$ cat config.mk
export PLATFORM = sky130hd
export DESIGN_NAME = gpio_port_pin_mux
export DESIGN_NICKNAME = d
export VERILOG_FILES = /design/src/gpio_pkg.sv /design/src/gpio_sync_if.sv /design/src/gpio_port_pin_mux.sv /design/src/gpio_sync2.sv
export VERILOG_INCLUDE_DIRS = /design/src
export SDC_FILE = /design/constraint.sdc
export NUM_CORES = 2
export LEC_CHECK = 0
export ABC_AREA = 1
export BUFFER_PORTS_ARGS = -buffer_cell sky130_fd_sc_hd__clkbuf_2
export CORE_AREA = 2 2 731 733
export CTS_BUF_LIST = sky130_fd_sc_hd__clkbuf_8
export DETAILED_ROUTE_END_ITERATION = 12
export DIE_AREA = 0 0 733 735
export SYNTH_ARGS = -nofsm -noshare
export SYNTH_HDL_FRONTEND = slang
export SYNTH_SLANG_ARGS = --single-unit
$ cat constraint.sdc
create_clock -name clk_sys_i -period 1.8 [get_ports clk_sys_i]
set_clock_uncertainty 0.05 [all_clocks]
set_input_delay 0.27 -clock clk_sys_i [delete_from_list [all_inputs] [get_ports clk_sys_i]]
set_output_delay 0.27 -clock clk_sys_i [all_outputs]
set_load 0.005 [all_outputs]
$ cat src/gpio_defs.svh
// register offsets, reset values and sizing constants of the gpio ports
`ifndef GPIO_DEFS_SVH
`define GPIO_DEFS_SVH

`define PORT_COUNT      5
`define PINS_PER_PORT   8
`define PORT_SEL_LSB    12
`define PORT_SEL_W      3
`define OFS_W           12
`define MASK_LSB        2
`define MUX_CODE_W      4
`define MUX_FUNC_COUNT  16

`define OFS_DIR         12'h400
`define OFS_ISENSE      12'h404
`define OFS_IBOTH       12'h408
`define OFS_IEVENT      12'h40C
`define OFS_IMASK       12'h410
`define OFS_RIS         12'h414
`define OFS_MIS         12'h418
`define OFS_ICLR        12'h41C
`define OFS_AFSEL       12'h420
`define OFS_DR2         12'h500
`define OFS_DR4         12'h504
`define OFS_DR8         12'h508
`define OFS_ODR         12'h50C
`define OFS_PUR         12'h510
`define OFS_PDR         12'h514
`define OFS_SLR         12'h518
`define OFS_DIG_EN      12'h51C
`define OFS_ANA_SEL     12'h528
`define OFS_PCTL        12'h52C

// packed per port, port 0 (A) in the low byte, or in the low 32 bits of RST_PCTL
`define PIN_IMPL        40'h03_FF_FF_FF_3F
`define RST_AFSEL       40'h00_00_0F_0C_3F
`define RST_DIG_EN      40'h00_00_0F_0C_3F
`define RST_PUR         40'h00_00_0F_00_00
`define RST_PDR         40'h00_00_00_00_00
`define RST_DR2         40'h03_FF_FF_FF_3F
`define RST_PCTL        160'h00000000_00000000_00003333_00001100_00111111

`define TRIG_PORT       1
`define TRIG_PIN        4

`endif

$ cat src/gpio_pkg.sv
// types shared by the gpio port logic
package gpio_pkg;

  typedef logic [7:0] pin_vec_t;

  typedef struct packed {
    pin_vec_t    data;
    pin_vec_t    dir;
    pin_vec_t    sense;
    pin_vec_t    both;
    pin_vec_t    event_hi;
    pin_vec_t    mask;
    pin_vec_t    edge_flag;
    pin_vec_t    afsel;
    pin_vec_t    dr2;
    pin_vec_t    dr4;
    pin_vec_t    dr8;
    pin_vec_t    odr;
    pin_vec_t    pur;
    pin_vec_t    pdr;
    pin_vec_t    slr;
    pin_vec_t    dig_en;
    pin_vec_t    ana_sel;
    logic [31:0] pctl;
    pin_vec_t    prev;
    pin_vec_t    pin_out;
    pin_vec_t    pin_oe;
    pin_vec_t    alt_in;
    pin_vec_t    iso;
    pin_vec_t    direct;
    logic        irq;
    logic        trig_prev;
    logic        trig;
  } port_state_s;

  typedef struct packed {
    logic        ready;
    logic        slverr;
    logic [31:0] rdata;
  } apb_state_s;

endpackage

$ cat src/gpio_sync_if.sv
// carrier between a port and its pin synchroniser
`timescale 1ns/100ps
interface gpio_sync_if #(parameter int W = 8);
  logic [W-1:0] d;
  logic [W-1:0] q;
  modport sink (input d, output q);
  modport src  (output d, input q);
endinterface

$ cat src/gpio_port_pin_mux.sv
// five gpio port blocks with pin mux, pad control, interrupts, apb slave
`timescale 1ns/100ps
`include "gpio_defs.svh"
module gpio_port_pin_mux #(
  parameter int ADDR_W = 15
) (
  input  wire logic                clk_sys_i,              // system clock, 40 MHz
  input  wire logic                srst_i,                 // sync reset, active high
  input  wire logic                psel_i,                 // apb select
  input  wire logic                penable_i,              // apb enable
  input  wire logic                pwrite_i,               // apb write
  input  wire logic [ADDR_W-1:0]   paddr_i,                // apb byte address
  input  wire logic [31:0]         pwdata_i,               // apb write data
  output logic                     pready_o,               // apb ready
  output logic                     pslverr_o,              // apb error
  output logic [31:0]              prdata_o,               // apb read data
  input  wire logic [4:0][7:0]     pin_i,                  // pad input level
  output logic [4:0][7:0]          pin_out_o,              // pad output level
  output logic [4:0][7:0]          pin_oe_o,               // pad output enable
  input  wire logic [4:0][7:0][15:0] alt_out_i,            // peripheral out per code
  input  wire logic [4:0][7:0][15:0] alt_oe_i,             // peripheral oe per code
  output logic [4:0][7:0]          alt_in_o,               // pin level to peripherals
  output logic [4:0][7:0]          pull_up_o,              // weak pull-up
  output logic [4:0][7:0]          pull_down_o,            // weak pull-down
  output logic [4:0][7:0]          drive_2ma_o,            // 2 mA drive
  output logic [4:0][7:0]          drive_4ma_o,            // 4 mA drive
  output logic [4:0][7:0]          drive_8ma_o,            // 8 mA drive
  output logic [4:0][7:0]          slew_o,                 // slew control
  output logic [4:0][7:0]          digital_input_enable_o, // input buffer on
  output logic [4:0][7:0]          isolated_analog_input_o, // isolated analog path
  output logic [4:0][7:0]          analog_direct_o,        // direct comparator path
  output logic [4:0]               irq_o,                  // per port interrupt
  output logic                     adc_trigger_o           // converter trigger pulse
);
  localparam int NPORT = `PORT_COUNT;
  localparam logic [39:0]  IMPL_ALL  = `PIN_IMPL;
  localparam logic [39:0]  AF_ALL    = `RST_AFSEL;
  localparam logic [39:0]  DIG_EN_ALL = `RST_DIG_EN;
  localparam logic [39:0]  PUR_ALL   = `RST_PUR;
  localparam logic [39:0]  PDR_ALL   = `RST_PDR;
  localparam logic [39:0]  DR2_ALL   = `RST_DR2;
  localparam logic [159:0] PCTL_ALL  = `RST_PCTL;

  if (ADDR_W < `PORT_SEL_LSB + `PORT_SEL_W) begin : g_chk
    $error("address too narrow for five port windows");
  end

  gpio_pkg::apb_state_s apb_ff;
  gpio_pkg::apb_state_s nxt_apb;

  logic [NPORT-1:0]        hit;
  logic [NPORT-1:0][31:0]  rd_word;
  logic [NPORT-1:0]        trig_vec;
  logic                    setup;
  logic                    wr_acc;
  logic [`PORT_SEL_W-1:0]  port_sel;
  logic [`OFS_W-1:0]       ofs;
  logic                    in_data;
  logic [7:0]              amask;

  assign setup    = psel_i & ~penable_i;
  // write lands on the one access edge that completes a clean transfer
  assign wr_acc   = psel_i & penable_i & apb_ff.ready & pwrite_i & ~apb_ff.slverr;
  assign port_sel = paddr_i[`PORT_SEL_LSB +: `PORT_SEL_W];
  assign ofs      = paddr_i[`OFS_W-1:0];
  assign in_data  = (ofs[`OFS_W-1:10] == 2'h0);
  assign amask    = paddr_i[`MASK_LSB +: 8];

  for (genvar p = 0; p < NPORT; p++) begin : g_port
    localparam logic [7:0] IMPL = IMPL_ALL[8*p +: 8];

    gpio_pkg::port_state_s st_ff;
    gpio_pkg::port_state_s nxt_st;
    logic [7:0]            din;
    logic [7:0]            ris;
    logic [7:0]            mis;
    logic [7:0]            w;
    logic                  we;

    gpio_sync_if #(.W(8)) sif ();
    assign sif.d = pin_i[p];
    gpio_sync2 #(.W(8), .STAGES(2)) u_sync (
      .clk_sys_i (clk_sys_i),
      .srst_i    (srst_i),
      .s         (sif.sink)
    );

    assign din = sif.q & st_ff.dig_en & IMPL;
    assign w   = pwdata_i[7:0] & IMPL;
    assign we  = wr_acc & (port_sel == `PORT_SEL_W'(p));
    // level conditions are live, edge conditions sticky until cleared
    assign ris = ((st_ff.sense & (st_ff.event_hi & din | ~st_ff.event_hi & ~din))
                 | (~st_ff.sense & st_ff.edge_flag)) & IMPL & st_ff.dig_en;
    assign mis = ris & st_ff.mask;

    always_comb begin
      logic [7:0]  rise;
      logic [7:0]  fall;
      logic [7:0]  edge_hit;
      logic [7:0]  clr;
      logic [3:0]  code;
      logic        o;
      logic        e;
      rise     = din & ~st_ff.prev;
      fall     = ~din & st_ff.prev;
      edge_hit = (st_ff.both & (rise | fall))
               | (~st_ff.both & ((st_ff.event_hi & rise) | (~st_ff.event_hi & fall)));
      clr      = '0;
      code     = '0;
      o        = 1'b0;
      e        = 1'b0;
      nxt_st   = st_ff;
      nxt_st.prev = din;

      if (we && in_data) begin
        nxt_st.data = (st_ff.data & ~amask) | (w & amask);
      end else if (we) begin
        unique case (ofs)
          `OFS_DIR:    nxt_st.dir      = w;
          `OFS_ISENSE: nxt_st.sense    = w;
          `OFS_IBOTH:  nxt_st.both     = w;
          `OFS_IEVENT: nxt_st.event_hi = w;
          `OFS_IMASK:  nxt_st.mask     = w;
          `OFS_ICLR:   clr             = w;
          `OFS_AFSEL:  nxt_st.afsel    = w;
          // drive strengths exclude each other; leaving 8 mA drops slew
          `OFS_DR2: begin
            nxt_st.dr2 = st_ff.dr2 | w;
            nxt_st.dr4 = st_ff.dr4 & ~w;
            nxt_st.dr8 = st_ff.dr8 & ~w;
            nxt_st.slr = st_ff.slr & ~w;
          end
          `OFS_DR4: begin
            nxt_st.dr4 = st_ff.dr4 | w;
            nxt_st.dr2 = st_ff.dr2 & ~w;
            nxt_st.dr8 = st_ff.dr8 & ~w;
            nxt_st.slr = st_ff.slr & ~w;
          end
          `OFS_DR8: begin
            nxt_st.dr8 = st_ff.dr8 | w;
            nxt_st.dr2 = st_ff.dr2 & ~w;
            nxt_st.dr4 = st_ff.dr4 & ~w;
          end
          `OFS_ODR:    nxt_st.odr      = w;
          `OFS_PUR: begin
            nxt_st.pur = w;
            nxt_st.pdr = st_ff.pdr & ~w;
          end
          `OFS_PDR: begin
            nxt_st.pdr = w;
            nxt_st.pur = st_ff.pur & ~w;
          end
          `OFS_SLR:    nxt_st.slr      = w & st_ff.dr8;
          `OFS_DIG_EN: nxt_st.dig_en   = w;
          `OFS_ANA_SEL: nxt_st.ana_sel = w;
          `OFS_PCTL: begin
            for (int i = 0; i < 8; i++) begin
              nxt_st.pctl[4*i +: 4] = IMPL[i] ? pwdata_i[4*i +: 4] : 4'h0;
            end
          end
          default: ;
        endcase
      end

      // hardware set wins over a same cycle clear
      nxt_st.edge_flag = ((st_ff.edge_flag & ~clr) | (edge_hit & ~st_ff.sense)) & IMPL;

      for (int i = 0; i < 8; i++) begin
        code = st_ff.pctl[4*i +: 4];
        if (st_ff.afsel[i]) begin
          o = alt_out_i[p][i][code];
          e = alt_oe_i[p][i][code];
        end else begin
          o = st_ff.data[i];
          e = st_ff.dir[i];
        end
        e = e & st_ff.dig_en[i] & IMPL[i];
        if (st_ff.odr[i]) begin
          e = e & ~o;
          o = 1'b0;
        end
        nxt_st.pin_out[i] = o;
        nxt_st.pin_oe[i]  = e;
      end

      nxt_st.alt_in = din & st_ff.afsel;
      nxt_st.iso    = ~st_ff.dig_en & st_ff.ana_sel & IMPL;
      nxt_st.direct = ~st_ff.dig_en & IMPL;
      nxt_st.irq    = |mis;
      if (p == `TRIG_PORT) begin
        nxt_st.trig_prev = mis[`TRIG_PIN];
        nxt_st.trig      = mis[`TRIG_PIN] & ~st_ff.trig_prev;
      end else begin
        nxt_st.trig_prev = 1'b0;
        nxt_st.trig      = 1'b0;
      end
    end

    // reset restores every pin to its documented default
    always_ff @(posedge clk_sys_i) begin
      if (srst_i) begin
        st_ff       <= '0;
        st_ff.afsel <= AF_ALL[8*p +: 8];
        st_ff.dig_en <= DIG_EN_ALL[8*p +: 8];
        st_ff.pur   <= PUR_ALL[8*p +: 8];
        st_ff.pdr   <= PDR_ALL[8*p +: 8];
        st_ff.dr2   <= DR2_ALL[8*p +: 8];
        st_ff.pctl  <= PCTL_ALL[32*p +: 32];
      end else begin
        st_ff <= nxt_st;
      end
    end

    always_comb begin
      hit[p]     = 1'b1;
      rd_word[p] = '0;
      if (in_data) begin
        rd_word[p][7:0] = ((st_ff.dir & ~st_ff.afsel & st_ff.data)
                          | (~(st_ff.dir & ~st_ff.afsel) & din)) & amask & IMPL;
      end else begin
        unique case (ofs)
          `OFS_DIR:    rd_word[p][7:0] = st_ff.dir;
          `OFS_ISENSE: rd_word[p][7:0] = st_ff.sense;
          `OFS_IBOTH:  rd_word[p][7:0] = st_ff.both;
          `OFS_IEVENT: rd_word[p][7:0] = st_ff.event_hi;
          `OFS_IMASK:  rd_word[p][7:0] = st_ff.mask;
          `OFS_RIS:    rd_word[p][7:0] = ris;
          `OFS_MIS:    rd_word[p][7:0] = mis;
          `OFS_ICLR:   rd_word[p][7:0] = 8'h00;
          `OFS_AFSEL:  rd_word[p][7:0] = st_ff.afsel;
          `OFS_DR2:    rd_word[p][7:0] = st_ff.dr2;
          `OFS_DR4:    rd_word[p][7:0] = st_ff.dr4;
          `OFS_DR8:    rd_word[p][7:0] = st_ff.dr8;
          `OFS_ODR:    rd_word[p][7:0] = st_ff.odr;
          `OFS_PUR:    rd_word[p][7:0] = st_ff.pur;
          `OFS_PDR:    rd_word[p][7:0] = st_ff.pdr;
          `OFS_SLR:    rd_word[p][7:0] = st_ff.slr;
          `OFS_DIG_EN: rd_word[p][7:0] = st_ff.dig_en;
          `OFS_ANA_SEL: rd_word[p][7:0] = st_ff.ana_sel;
          `OFS_PCTL:   rd_word[p]      = st_ff.pctl;
          default:     hit[p]          = 1'b0;
        endcase
      end
    end

    assign pin_out_o[p]               = st_ff.pin_out;
    assign pin_oe_o[p]                = st_ff.pin_oe;
    assign alt_in_o[p]                = st_ff.alt_in;
    assign pull_up_o[p]               = st_ff.pur;
    assign pull_down_o[p]             = st_ff.pdr;
    assign drive_2ma_o[p]             = st_ff.dr2;
    assign drive_4ma_o[p]             = st_ff.dr4;
    assign drive_8ma_o[p]             = st_ff.dr8;
    assign slew_o[p]                  = st_ff.slr;
    assign digital_input_enable_o[p]  = st_ff.dig_en;
    assign isolated_analog_input_o[p] = st_ff.iso;
    assign analog_direct_o[p]         = st_ff.direct;
    assign irq_o[p]                   = st_ff.irq;
    assign trig_vec[p]                = st_ff.trig;
  end

  // one wait-free access phase; answer is formed during setup
  always_comb begin
    logic ok;
    ok      = (port_sel < `PORT_SEL_W'(NPORT));
    nxt_apb = '0;
    if (ok) begin
      ok = hit[port_sel];
    end
    if (ADDR_W > `PORT_SEL_LSB + `PORT_SEL_W) begin
      ok = ok & ~|(paddr_i >> (`PORT_SEL_LSB + `PORT_SEL_W));
    end
    if (setup) begin
      nxt_apb.ready  = 1'b1;
      nxt_apb.slverr = ~ok;
      if (ok && !pwrite_i) begin
        nxt_apb.rdata = rd_word[port_sel];
      end
    end
  end

  always_ff @(posedge clk_sys_i) begin
    if (srst_i) begin
      apb_ff <= '0;
    end else begin
      apb_ff <= nxt_apb;
    end
  end

  assign pready_o      = apb_ff.ready;
  assign pslverr_o     = apb_ff.slverr;
  assign prdata_o      = apb_ff.rdata;
  // only the trigger port can pulse, so its flop drives the pin directly
  assign adc_trigger_o = trig_vec[`TRIG_PORT];
endmodule

$ cat src/gpio_sync2.sv
// two flop synchroniser for asynchronous pin levels
`timescale 1ns/100ps
module gpio_sync2 #(
  parameter int W      = 8,
  parameter int STAGES = 2
) (
  input  wire logic  clk_sys_i, // system clock
  input  wire logic  srst_i,    // sync reset, active high
  gpio_sync_if.sink  s          // raw levels in, synced out
);
  typedef struct packed {
    logic [STAGES-1:0][W-1:0] stg;
  } sync_state_s;

  sync_state_s st_ff;
  sync_state_s nxt_st;

  if (STAGES < 2 || W < 1) begin : g_chk
    $error("gpio_sync2 needs at least two stages and one bit");
  end

  // first stage feeds only the second
  always_comb begin
    nxt_st = st_ff;
    nxt_st.stg = {st_ff.stg[STAGES-2:0], s.d};
  end

  always_ff @(posedge clk_sys_i) begin
    if (srst_i) begin
      st_ff <= '0;
    end else begin
      st_ff <= nxt_st;
    end
  end

  assign s.q = st_ff.stg[STAGES-1];
endmodule

### Yosys cells after proc, flatten, opt, wreduce, memory -nomap -nowiden

Index checks and enable logic that the tools add are counted.
Widths: inputs -> output; s select.

* bits in registers: 1065
* bits in latches: 0
* memory bits (writable): 0
* bits in read-only memories: 0
* output and inout bits: 520
* logic and storage cells: 1005
* memories kept: 0

* add/sub/neg operators: 0
* multiply operators: 0
* divide/modulo/power cells: 0
* magnitude comparators: 34
* equal/unequal tests: 23
* shift-type cells: 0
* muxes and demuxes: 279
* bitwise gates (word level): 370
* reductions and logical operators: 118

Operators with widths (count)
* $and 8x8->8: 102
* $pmux 8 s18: 5
* $pmux 24 s3: 5
* $or 8x8->8: 35
* $bmux 1 s4: 64
* $not 8->8: 29
* $eq 12x11->1 const B: 19
* $reduce_and 3->1: 65
* $mux 24: 7
* $mux 1: 164
* $lt 4x5->1 const B: 32
* $pmux 16 s2: 5
* $and 6x6->6: 21
* $bmux 32 s3: 1
* $mux 8: 12
* $pmux 8 s2: 5
* $and 1x1->1: 75
* $reduce_or 2->1: 34
* $mux 32: 2
* $not 6->6: 9
* $not 1->1: 43
* $and 2x2->2: 21
* $or 6x6->6: 7
* $reduce_or 8->1: 5
* 26 further kinds: 57

### Depth between registers and ports, before layout

* depth in word-level cells: 14
* gate-level depth with buffers: 19

### Modules after synthesis

A second synthesis with hierarchy kept.

* cells, all modules: 8100
* area, all modules: 55218.0 µm²

Modules (own cells, without submodules)
* gpio_port_pin_mux: times used 1, cells an instance 7850, area an instance 52846.9 µm², sequential area each 18437.7 µm²
* gpio_sync2: times used 5, cells an instance 50, area an instance 474.2 µm², sequential area each 320.3 µm²

### Worst setup path after synthesis

OpenSTA, ideal clock, no wires.

* path kind: in2reg
* start: input port paddr_i[6]
* end: register g_port[2].st_ff (netlist bit drive_4ma_o[17])
* setup time: 0.119 ns
* arrival: 1.790 ns
* path slack: -0.159 ns
* cell stages on the path: 15
* path buffers: 1
* cells stage by stage: buf_4 -> nor2_8 -> nand2_4 -> nor2_4 -> nand2_2 -> nand2_1 -> inv_2 -> nand2_2 -> inv_2 -> nor2_4 -> inv_2 -> nor2_1 -> inv_1 -> o21ai_0 -> a21oi_1

* cells in the longest elaborated chain, start to end: 3
* elaborated cells on any way between the ends: 6

Ends and longest elaborated chain
* start: declaration: line gpio_port_pin_mux.sv:12 `input wire logic [ADDR_W-1:0] paddr_i,`
* $eq 12x11->1: line gpio_port_pin_mux.sv:118 `unique case (ofs)`
* $reduce_bool 3->1 (no line)
* $reduce_and 3->1 (no line)
* end signal: assignment: line gpio_port_pin_mux.sv:210 `st_ff <= nxt_st;`
* end: declaration: line gpio_port_pin_mux.sv:72 `gpio_pkg::port_state_s st_ff;`

Parallel ways exist; a longest one is shown, timed or not.
A chain may end at the register's enable or synchronous reset.

### Final worst setup path

* start: register apb_ff (netlist bit pready_o)
* end: register g_port[1].st_ff (netlist bit drive_2ma_o[13])

* cells in the longest elaborated chain, start to end: 7

Ends and longest elaborated chain
* start: declaration: line gpio_port_pin_mux.sv:48 `gpio_pkg::apb_state_s apb_ff;`
* start signal: assignment: line gpio_port_pin_mux.sv:286 `apb_ff <= nxt_apb;`
* $and 1x1->1 * (3 in series): line gpio_port_pin_mux.sv:63 `assign wr_acc = psel_i & penable_i & apb_ff.ready & pwrite_i & ~apb_ff.slverr;`
* $and 1x1->1 *: line gpio_port_pin_mux.sv:90 `` assign we = wr_acc & (port_sel == `PORT_SEL_W'(p)); ``
* $logic_and 1x1->1: line gpio_port_pin_mux.sv:115 `if (we && in_data) begin`
* $not 1->1 (no line)
* $reduce_and 3->1 (no line) *
* end signal: assignment: line gpio_port_pin_mux.sv:210
* end: declaration: line gpio_port_pin_mux.sv:72

Mark *: on every way between the ends. The rest lies on a longest branch, timed or not.

==> results.sh <==
export IMPL_finalPower_mw=57.7
export IMPL_post_dp_cell_area_um2=81400
export IMPL_io_pins=1892
export IMPL_power_frac_clock_pct=51.3
export IMPL_cts_sinks=985
export IMPL_violations="setup timing"
export IMPL_drtIter0Drc=7450
export IMPL_grt_start_max_net_pins=64
export IMPL_antenna_found_initial=132
export IMPL_dieHeight_um=735
export IMPL_grt_pass1_wl_um=686000
export IMPL_die_area_um2=539000
export IMPL_async_flop_share_pct=0
export IMPL_setup_viol=1164
export IMPL_ant_nets=0
export IMPL_grt_overflow=0
export IMPL_regMostFlops="g_port.st_ff"
export IMPL_post_synth_top_count_cell="o21ai_0"
export IMPL_first_pass_iters=6
export IMPL_final_setup_worst_slack_ns=-0.709
export IMPL_max_freq_mhz=399
export IMPL_die_w_um=733
export IMPL_synth_xor_area_share_pct=0.321
export IMPL_vias_per_cell=4.01
export IMPL_htree_levels=4
export IMPL_rsz0062_at_grt="true"
export IMPL_p_switching_mw=16.6
export IMPL_muxShareOfSynthArea_pct=0.371
export IMPL_syn_to_final_growth_pct=77.6
export IMPL_grtUsageTotal_pct=19.1
export IMPL_powerDensity_nw_per_um2=595
export IMPL_cp_required_ns=2.71
export IMPL_num_rows=268
export IMPL_synth_compound_area_share_pct=24.9
export IMPL_worst_pin_slew_ns=0.715
export IMPL_cts_clk_slew_worst_paths_ns=0.06
export IMPL_status="complete, but fails checks"
export IMPL_synth_edff_count=0
export IMPL_vdd_drop_max_v=0.000568
export IMPL_startpoint_type="flip-flop"
export IMPL_path_class="reg2reg"
export IMPL_synth_adder_area_share_pct=1.47
export IMPL_layout_nets=12400
export IMPL_yosys_register_bits=985
export IMPL_netlist_area_um2=54600
export IMPL_clockBufferDepth=4
export IMPL_largest_reg_flops=477
export IMPL_period_needed_ns=2.51
export IMPL_avgSynthCellArea_um2=6.83
export IMPL_finalCritPeriodShare_pct=139
export IMPL_ys_flop_type="dfxtp_1"
export IMPL_ys_seq_area_share_pct=36.1
export IMPL_yosys_area_share_simple_pct=22.1
export IMPL_routed_wl_um=545000
export IMPL_cts_root_buf="clkbuf_8"
export IMPL_synth_area_leaders="dfxtp_1 (36%), o21ai_0 (12%), nor2_1 (8.1%)"
export IMPL_synth_cell_type_count=50
export IMPL_maxSlewViolCount=0
export IMPL_syn_inst=7991
export IMPL_drc_errors=0
export IMPL_synth_top_family_by_area="compound AO/OA/AOI/OAI gates"
export IMPL_fillers=60300
export IMPL_insertion_delay_ns=1.10
export IMPL_seqPwrFrac_pct=38.1
export IMPL_max_slew_margin_pct=51.8
export IMPL_worstPathArrival_ns=3.42
export IMPL_place_gp_congestion=0.976
export IMPL_numCtsBuffers=214
export IMPL_hp_class="in2reg"
export IMPL_synth_top_cell_area_share_pct=36.1
export IMPL_fin_area_um2=96900
export IMPL_p_comb_share_pct=10.5
export IMPL_intPower_mw=41.1
export IMPL_routedWlPerCell_um=29.9
export IMPL_grt_pass1_vias=69800
export IMPL_hold_violations=0
export IMPL_synth_commonest_cells="o21ai_0 (1277), nor2_1 (1172), dfxtp_1 (985)"
export IMPL_final_layout_size_suffix_gt1_share_pct=42.1
export IMPL_dp_hpwl_um=460000
export IMPL_port_buffers=1539
export IMPL_start_util_pct=10.3
export IMPL_swShare_pct=28.8
export IMPL_endpoint_kind="flip-flop"
export IMPL_yosysWarnings=0
export IMPL_dr_total_vias=73100
export IMPL_p_leak_nw=41.2
export IMPL_cts_tree="yes"
export IMPL_cp_max_fo=7
export IMPL_yosysTopAreaCell="dfxtp_1"
export IMPL_cap_violations=0
export IMPL_coreArea_um2=531000
-- power by group through the flow --
stage               Combinational, mW  Clock [mW]  Sequential, mW
floorplan                        1.61           0            22.5
global placement                 5.11           0            22.5
detailed placement               5.09           0            22.5
CTS                              5.98        30.5            22.0
global route                     6.37        31.2            22.0
finish                           6.07        29.6            22.0
-- critical path, stage by stage (launching register included) --
cell and delay [ns]:
dfxtp_2 0.33, nand2_2 0.05, nor2_2 0.09, nand3_2 0.15, buf_6 0.18, nor2_4 0.11
buf_6 0.11, buf_6 0.10, inv_8 0.04, nor2_4 0.10, buf_6 0.11, nand2_4 0.05
buf_12 0.15, nor2_4 0.14, buf_4 0.15, buf_4 0.11, buf_6 0.09, nand2_4 0.06
a21oi_1 0.12, o21ai_0 0.10
-- path summary, 6_finish.rpt --
check | start | end | slack (ns) | depth (start not counted)
setup / recovery | pready_o$_SDFF_PP0_ | drive_2ma_o[13]$_SDFFE_PP1P_ | -0.71 | 19
hold / removal | paddr_i[4] | g_port[4].st_ff[213]$_SDFFE_PP0P_ | 0.004 | 6
setup reg to reg | pready_o$_SDFF_PP0_ | drive_2ma_o[13]$_SDFFE_PP1P_ | -0.71 | 19
hold reg to reg | g_port[1].u_sync.nxt_st[10]$_SDFF_PP0_ | g_port[1].u_sync.s.q[2]$_SDFF_PP0_ | 0.35 | 2
-- through the flow --
stage	hold WS (ns)	worst slack, ns	instances	utilization (%)	setup TNS [ns]
2_1_floorplan	0.301	-0.0987	8078	-	-10.11
3_3_place_gp	0.336	-2.03	17300	15.3	-535.61
3_5_place_dp	0.343	-1.39	17300	15.3	-519.99
4_1_cts	-0.0546	-0.645	18100	17.8	-426.28
5_1_grt	0.00406	-0.724	18200	18.2	-477.63
6_report	0.00400	-0.709	18200	18.2	-411.89
-- cells by family after synthesis --
| family | after synthesis |
|---|---|
| AO/OA/AOI/OAI | 2489 |
| other | 1 |
| buffers and inverters | 1568 |
| flip-flops | 985 |
| AND/OR/NAND/NOR | 2846 |
| multiplexers | 18 |
| XOR/XNOR | 20 |
| adder cells (fa/ha/maj) | 64 |
-- cell type report --
type,count,area (um^2),share of cell area [%]
Multi-Input combinational cell,5525,31300,32.3
Timing Repair Buffer,3664,29400,30.3
Sequential cell,985,19900,20.5
Tap cell,7020,8780,9.06
Clock buffer,262,3610,3.72
Inverter,602,2470,2.55
Clock inverter,121,1290,1.33
Antenna cell,57,143,0.147
Timing Repair inverter,5,53.8,0.0555
-- layer usage --
| layer | part of all wire, % | up-vias | wire [um] | global-route usage (%) |
|---|---|---|---|---|
| li1 | - | 32700 | - | - |
| met1 | 40 | 35300 | 217000 | 23.1 |
| met2 | 45 | 4105 | 245000 | 30.9 |
| met3 | 9.6 | 1000 | 52400 | 5.94 |
| met4 | 5.5 | 50 | 29900 | 8.55 |
| met5 | 0.061 | - | 331 | 0 |
-- repair_timing --
item	4_1_cts	5_1_grt
resized for setup	1169	619
setup endpoints to repair	1188	1214
hold buffers	347	5
buffers inserted	105	46
pin swaps	230	197
gates cloned	19	15
endpoints found under the hold margin	780	15
-- cell usage in the layout, fill, tap and decap left out, types with 181 or more instances in the layout --
cell	count
clkbuf_2	1532
buf_4	1304
nor2_1	1058
o21ai_0	900
dfxtp_1	898
nand2_1	763
a21oi_1	608
inv_1	536
nand3_1	481
dlygate4sd3_1	341
buf_12	295
clkbuf_8	265
o21ai_1	188
o21ai_2	181
(Power assumes the default switching activity.)
